[config.mk]
export PLATFORM = sky130hd
export DESIGN_NAME = ecpc_top
export DESIGN_NICKNAME = d
export VERILOG_FILES = /design/src/ecpc_pkg.sv /design/src/ecpc_top.sv /design/src/ecpc_tx.sv
export SDC_FILE = /design/constraint.sdc
export NUM_CORES = 1
export LEC_CHECK = 0
export ABC_AREA = 1
export BUFFER_PORTS_ARGS = -buffer_cell sky130_fd_sc_hd__buf_2
export CORE_MARGIN = 2
export CORE_UTILIZATION = 58
export CTS_CLUSTER_DIAMETER = 80
export DETAILED_ROUTE_END_ITERATION = 16
export GPL_TIMING_DRIVEN = 0
export PLACE_DENSITY = 0.88
export SYNTH_ARGS = -nofsm -noshare
export SYNTH_HDL_FRONTEND = slang
export SYNTH_SLANG_ARGS = --single-unit
[constraint.sdc]
create_clock -name i_clk -period 3.1 [get_ports i_clk]
set_input_delay 0 -clock i_clk [delete_from_list [all_inputs] [get_ports i_clk]]
set_output_delay 0 -clock i_clk [all_outputs]
set_load 0.02 [all_outputs]
[src/ecpc_pkg.sv]
package ecpc_pkg;

  // ==========================================================================
  // Framing bytes
  localparam logic [7:0]  BYTE_DLE      = 8'h10;
  localparam logic [7:0]  BYTE_ETX      = 8'h03;
  localparam logic [7:0]  BYTE_PKT_ID   = 8'h91;
  localparam logic [7:0]  SUB_EVT_CAP   = 8'h07;
  localparam logic [7:0]  SUB_POS_INFO  = 8'h08;
  localparam logic [7:0]  BYTE_KEEP     = 8'hff;
  localparam logic [7:0]  BYTE_ZERO     = 8'h00;
  localparam logic [31:0] OFFSET_KEEP   = 32'hffffffff;

  // ==========================================================================
  // Modes and field values
  localparam logic [7:0]  MODE_QUERY    = 8'h00;
  localparam logic [7:0]  MODE_SET      = 8'h01;
  localparam logic [7:0]  MODE_RESP     = 8'h02;
  localparam logic [7:0]  CAP_DISABLE   = 8'h00;
  localparam logic [7:0]  CAP_ENABLE    = 8'h01;
  localparam logic [7:0]  CNT_CLEAR     = 8'h01;

  // ==========================================================================
  // Lengths and body indices (index 0 is the mode byte)
  localparam logic [15:0] LEN_QUERY     = 16'h0002;
  localparam logic [15:0] LEN_EC_SET    = 16'h000c;
  localparam logic [15:0] LEN_POS_SET   = 16'h0003;
  localparam logic [15:0] LEN_ONE       = 16'h0001;
  localparam logic [15:0] IDX_MODE      = 16'h0000;
  localparam logic [15:0] IDX_FIELD     = 16'h0001;
  localparam logic [15:0] IDX_OFF_FIRST = 16'h0002;
  localparam logic [15:0] IDX_OFF_LAST  = 16'h0005;
  localparam logic [15:0] IDX_CLEAR     = 16'h0006;
  localparam logic [7:0]  LEN_EC_RESP   = 8'h0b;
  localparam logic [7:0]  LEN_POS_RESP  = 8'h03;

  // ==========================================================================
  // Response byte positions
  localparam logic [4:0]  TX_EC_LAST    = 5'h11;
  localparam logic [4:0]  TX_POS_LAST   = 5'h09;
  localparam logic [4:0]  TX_EC_CKS     = 5'h0f;
  localparam logic [4:0]  TX_POS_CKS    = 5'h07;
  localparam logic [4:0]  TX_ONE        = 5'h01;

  // ==========================================================================
  // Reset values and widths
  localparam int          EVT_CNT_W     = 16;
  localparam logic        RST_CAP_EN    = 1'b0;
  localparam logic [31:0] RST_OFFSET    = 32'h00000000;
  localparam logic [3:0]  RST_POS_MASK  = 4'h0;

  typedef struct packed {
    logic [7:0]  sub;
    logic        cap_en;
    logic [31:0] offset;
    logic [3:0]  mask;
  } ecpc_resp_t;

  typedef struct packed {
    logic [31:0]          time_ns;
    logic [EVT_CNT_W-1:0] count;
  } ecpc_evt_t;

  typedef enum logic [2:0] {
    RX_IDLE = 3'b000,
    RX_PID  = 3'b001,
    RX_SUB  = 3'b010,
    RX_LENH = 3'b011,
    RX_LENL = 3'b100,
    RX_BODY = 3'b101,
    RX_DLE1 = 3'b110,
    RX_DLE2 = 3'b111
  } ecpc_rx_state_t;

endpackage : ecpc_pkg

[src/ecpc_top.sv]
`timescale 1ns/1ps
`default_nettype none
module ecpc_top (
  input  wire logic                 i_clk,
  input  wire logic                 i_reset_n,
  input  wire logic [7:0]           i_rx_byte,
  input  wire logic                 i_rx_valid,
  output logic                      o_rx_ready,
  output logic [7:0]                o_tx_byte,
  output logic                      o_tx_valid,
  input  wire logic                 i_tx_ready,
  input  wire logic                 i_event,
  input  wire logic [31:0]          i_time_ns,
  output logic                      o_evt_valid,
  output ecpc_pkg::ecpc_evt_t       o_evt,
  output logic                      o_capture_en,
  output logic [31:0]               o_offset_ns,
  output logic [3:0]                o_pos_mask
);
  import ecpc_pkg::*;

  // ==========================================================================
  // State
  ecpc_rx_state_t       state_ff;
  ecpc_rx_state_t       nxt_state;
  logic [7:0]           sub_ff;
  logic [15:0]          len_ff;
  logic [15:0]          cnt_ff;
  logic [7:0]           acc_ff;
  logic [7:0]           mode_ff;
  logic [7:0]           field_ff;
  logic [31:0]          off_in_ff;
  logic [7:0]           clr_ff;
  logic                 cap_en_ff;
  logic [31:0]          offset_ff;
  logic [3:0]           mask_ff;
  logic                 start_ff;
  logic                 event_prev_ff;
  logic                 evt_valid_ff;
  ecpc_evt_t            evt_ff;
  logic [EVT_CNT_W-1:0] count_ff;
  logic                 tx_busy;

  // ==========================================================================
  // Receive handshake
  wire logic accept  = i_rx_valid & o_rx_ready;
  wire logic is_dle  = (i_rx_byte == BYTE_DLE);
  wire logic body_lt = (cnt_ff == len_ff - LEN_ONE);

  assign o_rx_ready = ~tx_busy & ~start_ff;

  always_comb begin
    nxt_state = state_ff;
    if (accept) begin
      unique case (state_ff)
        RX_IDLE: nxt_state = is_dle ? RX_PID : RX_IDLE;
        RX_PID:  nxt_state = (i_rx_byte == BYTE_PKT_ID) ? RX_SUB : RX_IDLE;
        RX_SUB:  nxt_state = RX_LENH;
        RX_LENH: nxt_state = RX_LENL;
        RX_LENL: nxt_state = ({len_ff[15:8], i_rx_byte} == 16'h0000) ? RX_IDLE : RX_BODY;
        RX_BODY: nxt_state = body_lt ? RX_DLE1 : RX_BODY;
        RX_DLE1: nxt_state = is_dle ? RX_DLE2 : RX_IDLE;
        RX_DLE2: nxt_state = RX_IDLE;
      endcase
    end
  end

  // ==========================================================================
  // Packet decode
  wire logic pkt_done = accept & (state_ff == RX_DLE2);
  wire logic cks_ok   = (acc_ff == BYTE_ZERO);
  wire logic frame_ok = pkt_done & (i_rx_byte == BYTE_ETX) & cks_ok;
  wire logic is_ec    = (sub_ff == SUB_EVT_CAP);
  wire logic is_pos   = (sub_ff == SUB_POS_INFO);
  wire logic is_query = (mode_ff == MODE_QUERY) & (len_ff == LEN_QUERY);
  wire logic ec_set   = is_ec & (mode_ff == MODE_SET) & (len_ff == LEN_EC_SET);
  wire logic pos_set  = is_pos & (mode_ff == MODE_SET) & (len_ff == LEN_POS_SET) & (field_ff[7:4] == 4'h0);
  wire logic do_ec    = frame_ok & ec_set;
  wire logic do_pos   = frame_ok & pos_set;
  // Unknown subpackets, responses from the host and bad lengths fall through
  wire logic do_resp  = frame_ok & (((is_ec | is_pos) & is_query) | ec_set | pos_set);

  wire logic nxt_cap_en = (do_ec && field_ff == CAP_ENABLE)  ? 1'b1 :
                          (do_ec && field_ff == CAP_DISABLE) ? 1'b0 : cap_en_ff;
  wire logic [31:0] nxt_offset = (do_ec && off_in_ff != OFFSET_KEEP) ? off_in_ff : offset_ff;
  wire logic [3:0]  nxt_mask   = do_pos ? field_ff[3:0] : mask_ff;
  wire logic [7:0]  nxt_acc    = (state_ff == RX_IDLE) ? BYTE_ZERO :
                                 (state_ff == RX_PID || state_ff == RX_SUB || state_ff == RX_LENH ||
                                  state_ff == RX_LENL || state_ff == RX_BODY) ? (acc_ff ^ i_rx_byte) : acc_ff;

  always_ff @(posedge i_clk or negedge i_reset_n) begin
    if (!i_reset_n) begin
      state_ff <= RX_IDLE;
      acc_ff   <= BYTE_ZERO;
    end else begin
      state_ff <= nxt_state;
      if (accept) acc_ff <= nxt_acc;
    end
  end

  always_ff @(posedge i_clk or negedge i_reset_n) begin
    if (!i_reset_n) begin
      sub_ff <= BYTE_ZERO;
      len_ff <= 16'h0000;
      cnt_ff <= 16'h0000;
    end else if (accept) begin
      if (state_ff == RX_SUB) sub_ff <= i_rx_byte;
      if (state_ff == RX_LENH) len_ff <= {i_rx_byte, BYTE_ZERO};
      if (state_ff == RX_LENL) len_ff <= {len_ff[15:8], i_rx_byte};
      cnt_ff <= (state_ff == RX_BODY) ? cnt_ff + LEN_ONE : 16'h0000;
    end
  end

  // ==========================================================================
  // Body field capture; reserved bytes are skipped
  wire logic in_body = accept & (state_ff == RX_BODY);

  always_ff @(posedge i_clk or negedge i_reset_n) begin
    if (!i_reset_n) begin
      mode_ff   <= BYTE_KEEP;
      field_ff  <= BYTE_KEEP;
      off_in_ff <= OFFSET_KEEP;
      clr_ff    <= BYTE_KEEP;
    end else if (in_body) begin
      if (cnt_ff == IDX_MODE) mode_ff <= i_rx_byte;
      if (cnt_ff == IDX_FIELD) field_ff <= i_rx_byte;
      if (cnt_ff >= IDX_OFF_FIRST && cnt_ff <= IDX_OFF_LAST) off_in_ff <= {off_in_ff[23:0], i_rx_byte};
      if (cnt_ff == IDX_CLEAR) clr_ff <= i_rx_byte;
    end
  end

  // ==========================================================================
  // Configuration
  always_ff @(posedge i_clk or negedge i_reset_n) begin
    if (!i_reset_n) begin
      cap_en_ff <= RST_CAP_EN;
      offset_ff <= RST_OFFSET;
      mask_ff   <= RST_POS_MASK;
      start_ff  <= 1'b0;
    end else begin
      cap_en_ff <= nxt_cap_en;
      offset_ff <= nxt_offset;
      mask_ff   <= nxt_mask;
      start_ff  <= do_resp;
    end
  end

  // ==========================================================================
  // Event capture
  wire logic ev_edge  = i_event & ~event_prev_ff;
  wire logic ev_take  = ev_edge & cap_en_ff;
  wire logic cnt_clr  = do_ec & (clr_ff == CNT_CLEAR);
  // A clear in the same cycle as an event still counts the event
  wire logic [EVT_CNT_W-1:0] nxt_count = cnt_clr ? EVT_CNT_W'(ev_take) : count_ff + EVT_CNT_W'(ev_take);
  wire logic [31:0] ev_time = 32'(i_time_ns + offset_ff);

  always_ff @(posedge i_clk or negedge i_reset_n) begin
    if (!i_reset_n) begin
      event_prev_ff <= 1'b0;
      evt_valid_ff  <= 1'b0;
      evt_ff        <= '0;
      count_ff      <= '0;
    end else begin
      event_prev_ff <= i_event;
      evt_valid_ff  <= ev_take;
      count_ff      <= nxt_count;
      if (ev_take) evt_ff <= '{time_ns: ev_time, count: nxt_count};
    end
  end

  // ==========================================================================
  // Response transmitter
  wire ecpc_resp_t resp = '{sub: sub_ff, cap_en: cap_en_ff, offset: offset_ff, mask: mask_ff};

  ecpc_tx u_tx (
    .i_clk      (i_clk),
    .i_reset_n  (i_reset_n),
    .i_start    (start_ff),
    .i_resp     (resp),
    .i_tx_ready (i_tx_ready),
    .o_tx_byte  (o_tx_byte),
    .o_tx_valid (o_tx_valid),
    .o_busy     (tx_busy)
  );

  assign o_evt_valid  = evt_valid_ff;
  assign o_evt        = evt_ff;
  assign o_capture_en = cap_en_ff;
  assign o_offset_ns  = offset_ff;
  assign o_pos_mask   = mask_ff;

  // ==========================================================================
  // Checks
  AST_EVT_WHEN_EN: assert property (@(posedge i_clk) disable iff (!i_reset_n)
    (ev_edge && cap_en_ff) |=> (o_evt_valid && o_evt.time_ns == $past(i_time_ns) + $past(offset_ff)))
    else $error("Captured edge gave no report");
  AST_NO_EVT_DIS: assert property (@(posedge i_clk) disable iff (!i_reset_n)
    !(ev_edge && cap_en_ff) |=> !o_evt_valid) else $error("Report without enabled edge");
  AST_CAP_KEEP: assert property (@(posedge i_clk) disable iff (!i_reset_n)
    (do_ec && field_ff == BYTE_KEEP) |=> $stable(o_capture_en)) else $error("Capture state changed on keep");
  AST_CAP_SET: assert property (@(posedge i_clk) disable iff (!i_reset_n)
    (do_ec && field_ff[7:1] == 7'h00) |=> (o_capture_en == $past(field_ff[0]))) else $error("Capture state not set");
  AST_OFF_SET: assert property (@(posedge i_clk) disable iff (!i_reset_n)
    (do_ec && off_in_ff != OFFSET_KEEP) |=> (o_offset_ns == $past(off_in_ff))) else $error("Offset not stored");
  AST_CNT_CLR: assert property (@(posedge i_clk) disable iff (!i_reset_n)
    (cnt_clr && !ev_take) |=> (count_ff == '0)) else $error("Event count not cleared");
  AST_MASK_SET: assert property (@(posedge i_clk) disable iff (!i_reset_n)
    do_pos |=> (o_pos_mask == $past(field_ff[3:0]))) else $error("Position mask not stored");
  AST_BAD_NOCHG: assert property (@(posedge i_clk) disable iff (!i_reset_n)
    (pkt_done && !cks_ok) |=> ($stable(o_pos_mask) && $stable(o_offset_ns) && $stable(o_capture_en)))
    else $error("Bad packet changed configuration");
  AST_RESP_SOON: assert property (@(posedge i_clk) disable iff (!i_reset_n)
    do_resp |-> ##[2:3] (o_tx_valid && o_tx_byte == BYTE_DLE)) else $error("No response started");
endmodule : ecpc_top
`default_nettype wire

[src/ecpc_tx.sv]
`timescale 1ns/1ps
`default_nettype none
module ecpc_tx (
  input  wire logic               i_clk,
  input  wire logic               i_reset_n,
  input  wire logic               i_start,
  input  wire ecpc_pkg::ecpc_resp_t i_resp,
  input  wire logic               i_tx_ready,
  output logic [7:0]              o_tx_byte,
  output logic                    o_tx_valid,
  output logic                    o_busy
);
  import ecpc_pkg::*;

  ecpc_resp_t resp_ff;
  logic       busy_ff;
  logic [4:0] idx_ff;
  logic [7:0] byte_ff;
  logic       valid_ff;
  logic [7:0] acc_ff;

  // ==========================================================================
  // Byte selection
  wire logic       is_ec    = (resp_ff.sub == SUB_EVT_CAP);
  wire logic [4:0] last_idx = is_ec ? TX_EC_LAST : TX_POS_LAST;
  wire logic [4:0] cks_idx  = is_ec ? TX_EC_CKS : TX_POS_CKS;
  wire logic       load     = busy_ff & (~valid_ff | i_tx_ready);
  logic [7:0]      sel_byte;

  always_comb begin
    sel_byte = BYTE_KEEP;
    if (idx_ff == cks_idx) begin
      sel_byte = acc_ff;
    end else if (idx_ff == cks_idx + TX_ONE) begin
      sel_byte = BYTE_DLE;
    end else if (idx_ff == last_idx) begin
      sel_byte = BYTE_ETX;
    end else begin
      unique case (idx_ff)
        5'h00: sel_byte = BYTE_DLE;
        5'h01: sel_byte = BYTE_PKT_ID;
        5'h02: sel_byte = resp_ff.sub;
        5'h03: sel_byte = BYTE_ZERO;
        5'h04: sel_byte = is_ec ? LEN_EC_RESP : LEN_POS_RESP;
        5'h05: sel_byte = MODE_RESP;
        5'h06: sel_byte = is_ec ? {7'h00, resp_ff.cap_en} : {4'h0, resp_ff.mask};
        5'h07: sel_byte = resp_ff.offset[31:24];
        5'h08: sel_byte = resp_ff.offset[23:16];
        5'h09: sel_byte = resp_ff.offset[15:8];
        5'h0a: sel_byte = resp_ff.offset[7:0];
        default: sel_byte = BYTE_KEEP;
      endcase
    end
  end

  // ==========================================================================
  // Sequencer
  wire logic       nxt_busy  = i_start | (busy_ff & ~(load & (idx_ff == last_idx)));
  wire logic       nxt_valid = load | (valid_ff & ~i_tx_ready);
  wire logic [7:0] nxt_acc   = i_start ? BYTE_ZERO :
                               (load && idx_ff != 5'h00 && idx_ff < cks_idx) ? (acc_ff ^ sel_byte) : acc_ff;

  always_ff @(posedge i_clk or negedge i_reset_n) begin
    if (!i_reset_n) begin
      resp_ff  <= '0;
      busy_ff  <= 1'b0;
      idx_ff   <= 5'h00;
      byte_ff  <= BYTE_ZERO;
      valid_ff <= 1'b0;
      acc_ff   <= BYTE_ZERO;
    end else begin
      if (i_start) resp_ff <= i_resp;
      busy_ff  <= nxt_busy;
      idx_ff   <= i_start ? 5'h00 : (load ? idx_ff + TX_ONE : idx_ff);
      if (load) byte_ff <= sel_byte;
      valid_ff <= nxt_valid;
      acc_ff   <= nxt_acc;
    end
  end

  assign o_tx_byte  = byte_ff;
  assign o_tx_valid = valid_ff;
  assign o_busy     = busy_ff | valid_ff;

  AST_TX_FIRST_DLE: assert property (@(posedge i_clk) disable iff (!i_reset_n)
    i_start |=> ##1 (o_tx_valid && o_tx_byte == BYTE_DLE)) else $error("Response does not open with DLE");
  AST_TX_MODE_RESP: assert property (@(posedge i_clk) disable iff (!i_reset_n)
    (load && idx_ff == 5'h05) |=> (o_tx_byte == MODE_RESP)) else $error("Response mode byte wrong");
  AST_TX_HOLD: assert property (@(posedge i_clk) disable iff (!i_reset_n)
    (o_tx_valid && !i_tx_ready) |=> (o_tx_valid && $stable(o_tx_byte))) else $error("Stalled byte changed");
endmodule : ecpc_tx
`default_nettype wire

==> impl_metrics.json <==
{
  "worstSetupEndpointType": "flip-flop",
  "ios": 141,
  "syn_area_um2": 15100,
  "power.density_nw_per_um2": 462,
  "grtUsageTotal_pct": 31.4,
  "post-route-min-period_ns": 2.85,
  "slowest_delay_ns": 0.49,
  "synth_nets": 2066,
  "vdd_drop_max_mv": 0.411,
  "use_met3_pct": 4.52,
  "setup_viol_count_final": 0,
  "final_nets": 2267,
  "max_freq_ghz": 0.351,
  "rows": 59,
  "status": "completed",
  "htreeDepth": 1,
  "cts_buffers": 29,
  "post-route-period-util_pct": 91.9,
  "cp_common_cell": "nand2_1",
  "holdPathStages": 4,
  "antenna_cells": 0,
  "grt_pass1_vias": 13500,
  "netlist_top_cells_area": "dfrtp_1 (37%), nand2_1 (15%), dfstp_2 (9.8%)",
  "dp_hpwl_um": 31500,
  "finClkSkew_ns": 0.0197,
  "fin_hold_ws_ns": 0.0109,
  "die_height_um": 165,
  "slew_headroom_pct": 32.1,
  "clk_pin_slew_ns": 0.06,
  "synth_async_sr_flop_share_pct": 100,
  "hold_path.class": "input pin to flip-flop",
  "antenna_found_initial": 0,
  "synthCells": 1974,
  "cap_viol_max_count": 0,
  "dpl.cell_count": 2451,
  "avgRoutedWirePerCell_um": 17.0,
  "hp-start": "i_time_ns[4]",
  "dr.pass1.iters": 5,
  "fin_tns_setup_ns": 0,
  "cts_root_buffer": "clkbuf_16",
  "synth_edf_count": 0,
  "fin_cells": 2532,
  "tightest_slew_ns": 1.01,
  "start_kind": "flip-flop",
  "crit_path_cell_trace": "ha_1 > inv_1 > fa_1 > o21ai_1 > a21oi_1 > o21ai_0 > nand3_1 > nand2_1 > nand2_1 > nand3_1 > nand2_1",
  "initial_core_util_pct": 58.5,
  "place_ws_ns": -0.0776,
  "nFillCells": 2091,
  "grt.met2_usage_pct": 53.6,
  "die_w_um": 165,
  "grt_max_degree": 131,
  "antenna_left": 0,
  "worst_r2r_startpoint": "o_offset_ns[0]",
  "cts_tree": "done",
  "crit_arrival_ns": 3.29,
  "yosysSeqAreaShare_pct": 46.8,
  "drt_iter0_drc": 1307,
  "reg2regPathDepth": 11,
  "met1_usage_pct": 40.7,
  "fin_ws_ns": 0.250,
  "gp_congestion": 0.964,
  "overflow": 0,
  "vias": 14400,
  "drc_errors": 0,
  "synth_cell_types": 52,
  "rsz0062_at_grt": "no",
  "synthTopCellsByCount": "nand2_1 (593), inv_1 (240), dfrtp_1 (223)",
  "hold_violations": 0,
  "crit_fanout": 4,
  "cts_sinks": 279,
  "io_buffers": 140,
  "reg2reg_slack_ns": 0.25,
  "yosysMostFrequentCell": "nand2_1",
  "worstHoldEndpoint": "o_evt[20]",
  "core_um2": 25800,
  "clock_latency_ns": 0.56,
  "power_leakage_uw": 0.00888,
  "crit_type": "flip-flop to flip-flop",
  "maxSlewViolCount": 0,
  "drive_above_1_share_pct": 12.5,
  "ys_ff_latch": 279,
  "grt_pass1_wl_um": 67700,
  "ys_warn_count": 0,
  "worstPathRequired_ns": 3.54,
  "syn_area_per_cell_um2": 7.64,
  "area_growth_pct": 16.1,
  "synth_top_area_cell": "dfrtp_1",
  "wirelength_um": 42900,
  "top_usage_layer": "met2",
  "viasPerCell": 5.70,
  "synth_ff_type": "dfrtp_1",
  "max-clock-path-buffers": 3,
  "crit_slowest_cell": "dfrtp_1",
  "r2r-end": "o_evt[44]",
  "synth_top_area_share_pct": 37.0,
  "die_area_um2": 27300
}
==> metal layers <==
metal	wire [um]	vias to the layer above
met5	0	-
met4	1480	0
met3	3120	106
met2	20900	624
met1	17400	6873
li1	-	6841
==> cell usage in the layout, fill, tap and decap left out, types with 47 or more instances in the layout <==
cell      instances
nand4_1          47
a21oi_1          61
inv_1           240
nor2_1          167
o21ai_0         188
nand2_1         593
clkbuf_1         47
dfstp_2          56
nand3_1         103
buf_2           142
dfrtp_1         223
==> cell type report <==
type                            count  area [um^2]  share of cell area [%]
Clock buffer                       45          826                    4.72
Inverter                          246          925                    5.28
Tap cell                          335          419                    2.39
Multi-Input combinational cell   1404         6900                    39.4
Clock inverter                      8          103                   0.586
Buffer                             45          218                    1.24
Timing Repair Buffer              170         1060                    6.08
Sequential cell                   279         7050                    40.3
==> how the worst max path moves through the flow <==
| stage | to | startpoint | slack [ns] | cells after the start |
|---|---|---|---|---|
| 2_1_floorplan | o_evt[6] | o_capture_en | 0.75 | 13 |
| 3_3_place_gp | len_ff[14] | i_reset_n | -2.87 | 1 |
| 3_5_place_dp | o_evt[6] | o_capture_en | -0.08 | 13 |
| 4_1_cts | o_evt[6] | o_capture_en | 0.12 | 13 |
| 5_1_grt | o_evt[6] | o_capture_en | 0.02 | 13 |
| 6_report | o_evt[44] | o_offset_ns[0] | 0.25 | 11 |
==> sequential cells by signal, summed over array words and instances, names as in the netlist, 16 cells and up <==
| name | flops |
|---|---|
| o_evt | 48 |
| u_tx.resp_ff | 45 |
| o_offset_ns | 32 |
| off_in_ff | 32 |
| cnt_ff | 16 |
| count_ff | 16 |
| len_ff | 16 |
==> cells by family (layout without fill, tap and decap cells) <==
logic type,after synthesis,count (layout),share of synthesized area (%)
and+or+nand+nor,983,983,27.5
AOI/OAI and AO/OA,334,334,11.9
buffers and inverters,291,514,7.56
DFF,279,279,46.8
adders and majority gates,47,47,3.95
xor gates and xnor gates,40,40,2.32
==> worst max-delay path, delay by kind of cell (launching register included) <==
family,cells,cell delay (ns)
AOI/OAI and AO/OA,3,1.01
adders and majority gates,2,0.65
and+or+nand+nor,5,0.50
DFF,1,0.49
buffers and inverters,1,0.08
==> where the power goes <==
part,internal [uW],total [uW],switching [uW]
Combinational,275,828,553
Sequential,3720,3810,85.9
Clock,1990,3450,1450
==> repair_timing <==
| item | in CTS | in global routing |
|---|---|---|
| buffers inserted | 0 | 0 |
| setup endpoints to repair | 4 | 3 |
| hold endpoints to repair | 299 | 0 |
| gates resized for setup | 1 | 2 |
| hold buffers | 28 | 0 |
==> through the flow <==
stage          util [%]  total power [uW]  area (um^2)
3_3_place_gp       62.9              4630        16200
2_1_floorplan         -              4370        15100
6_report           67.9              8080        17500
5_1_grt            67.9              8380        17500
4_1_cts            67.9              8100        17500
3_5_place_dp       63.1              4650        16300
Note: power is estimated with default switching activity, not from simulation.
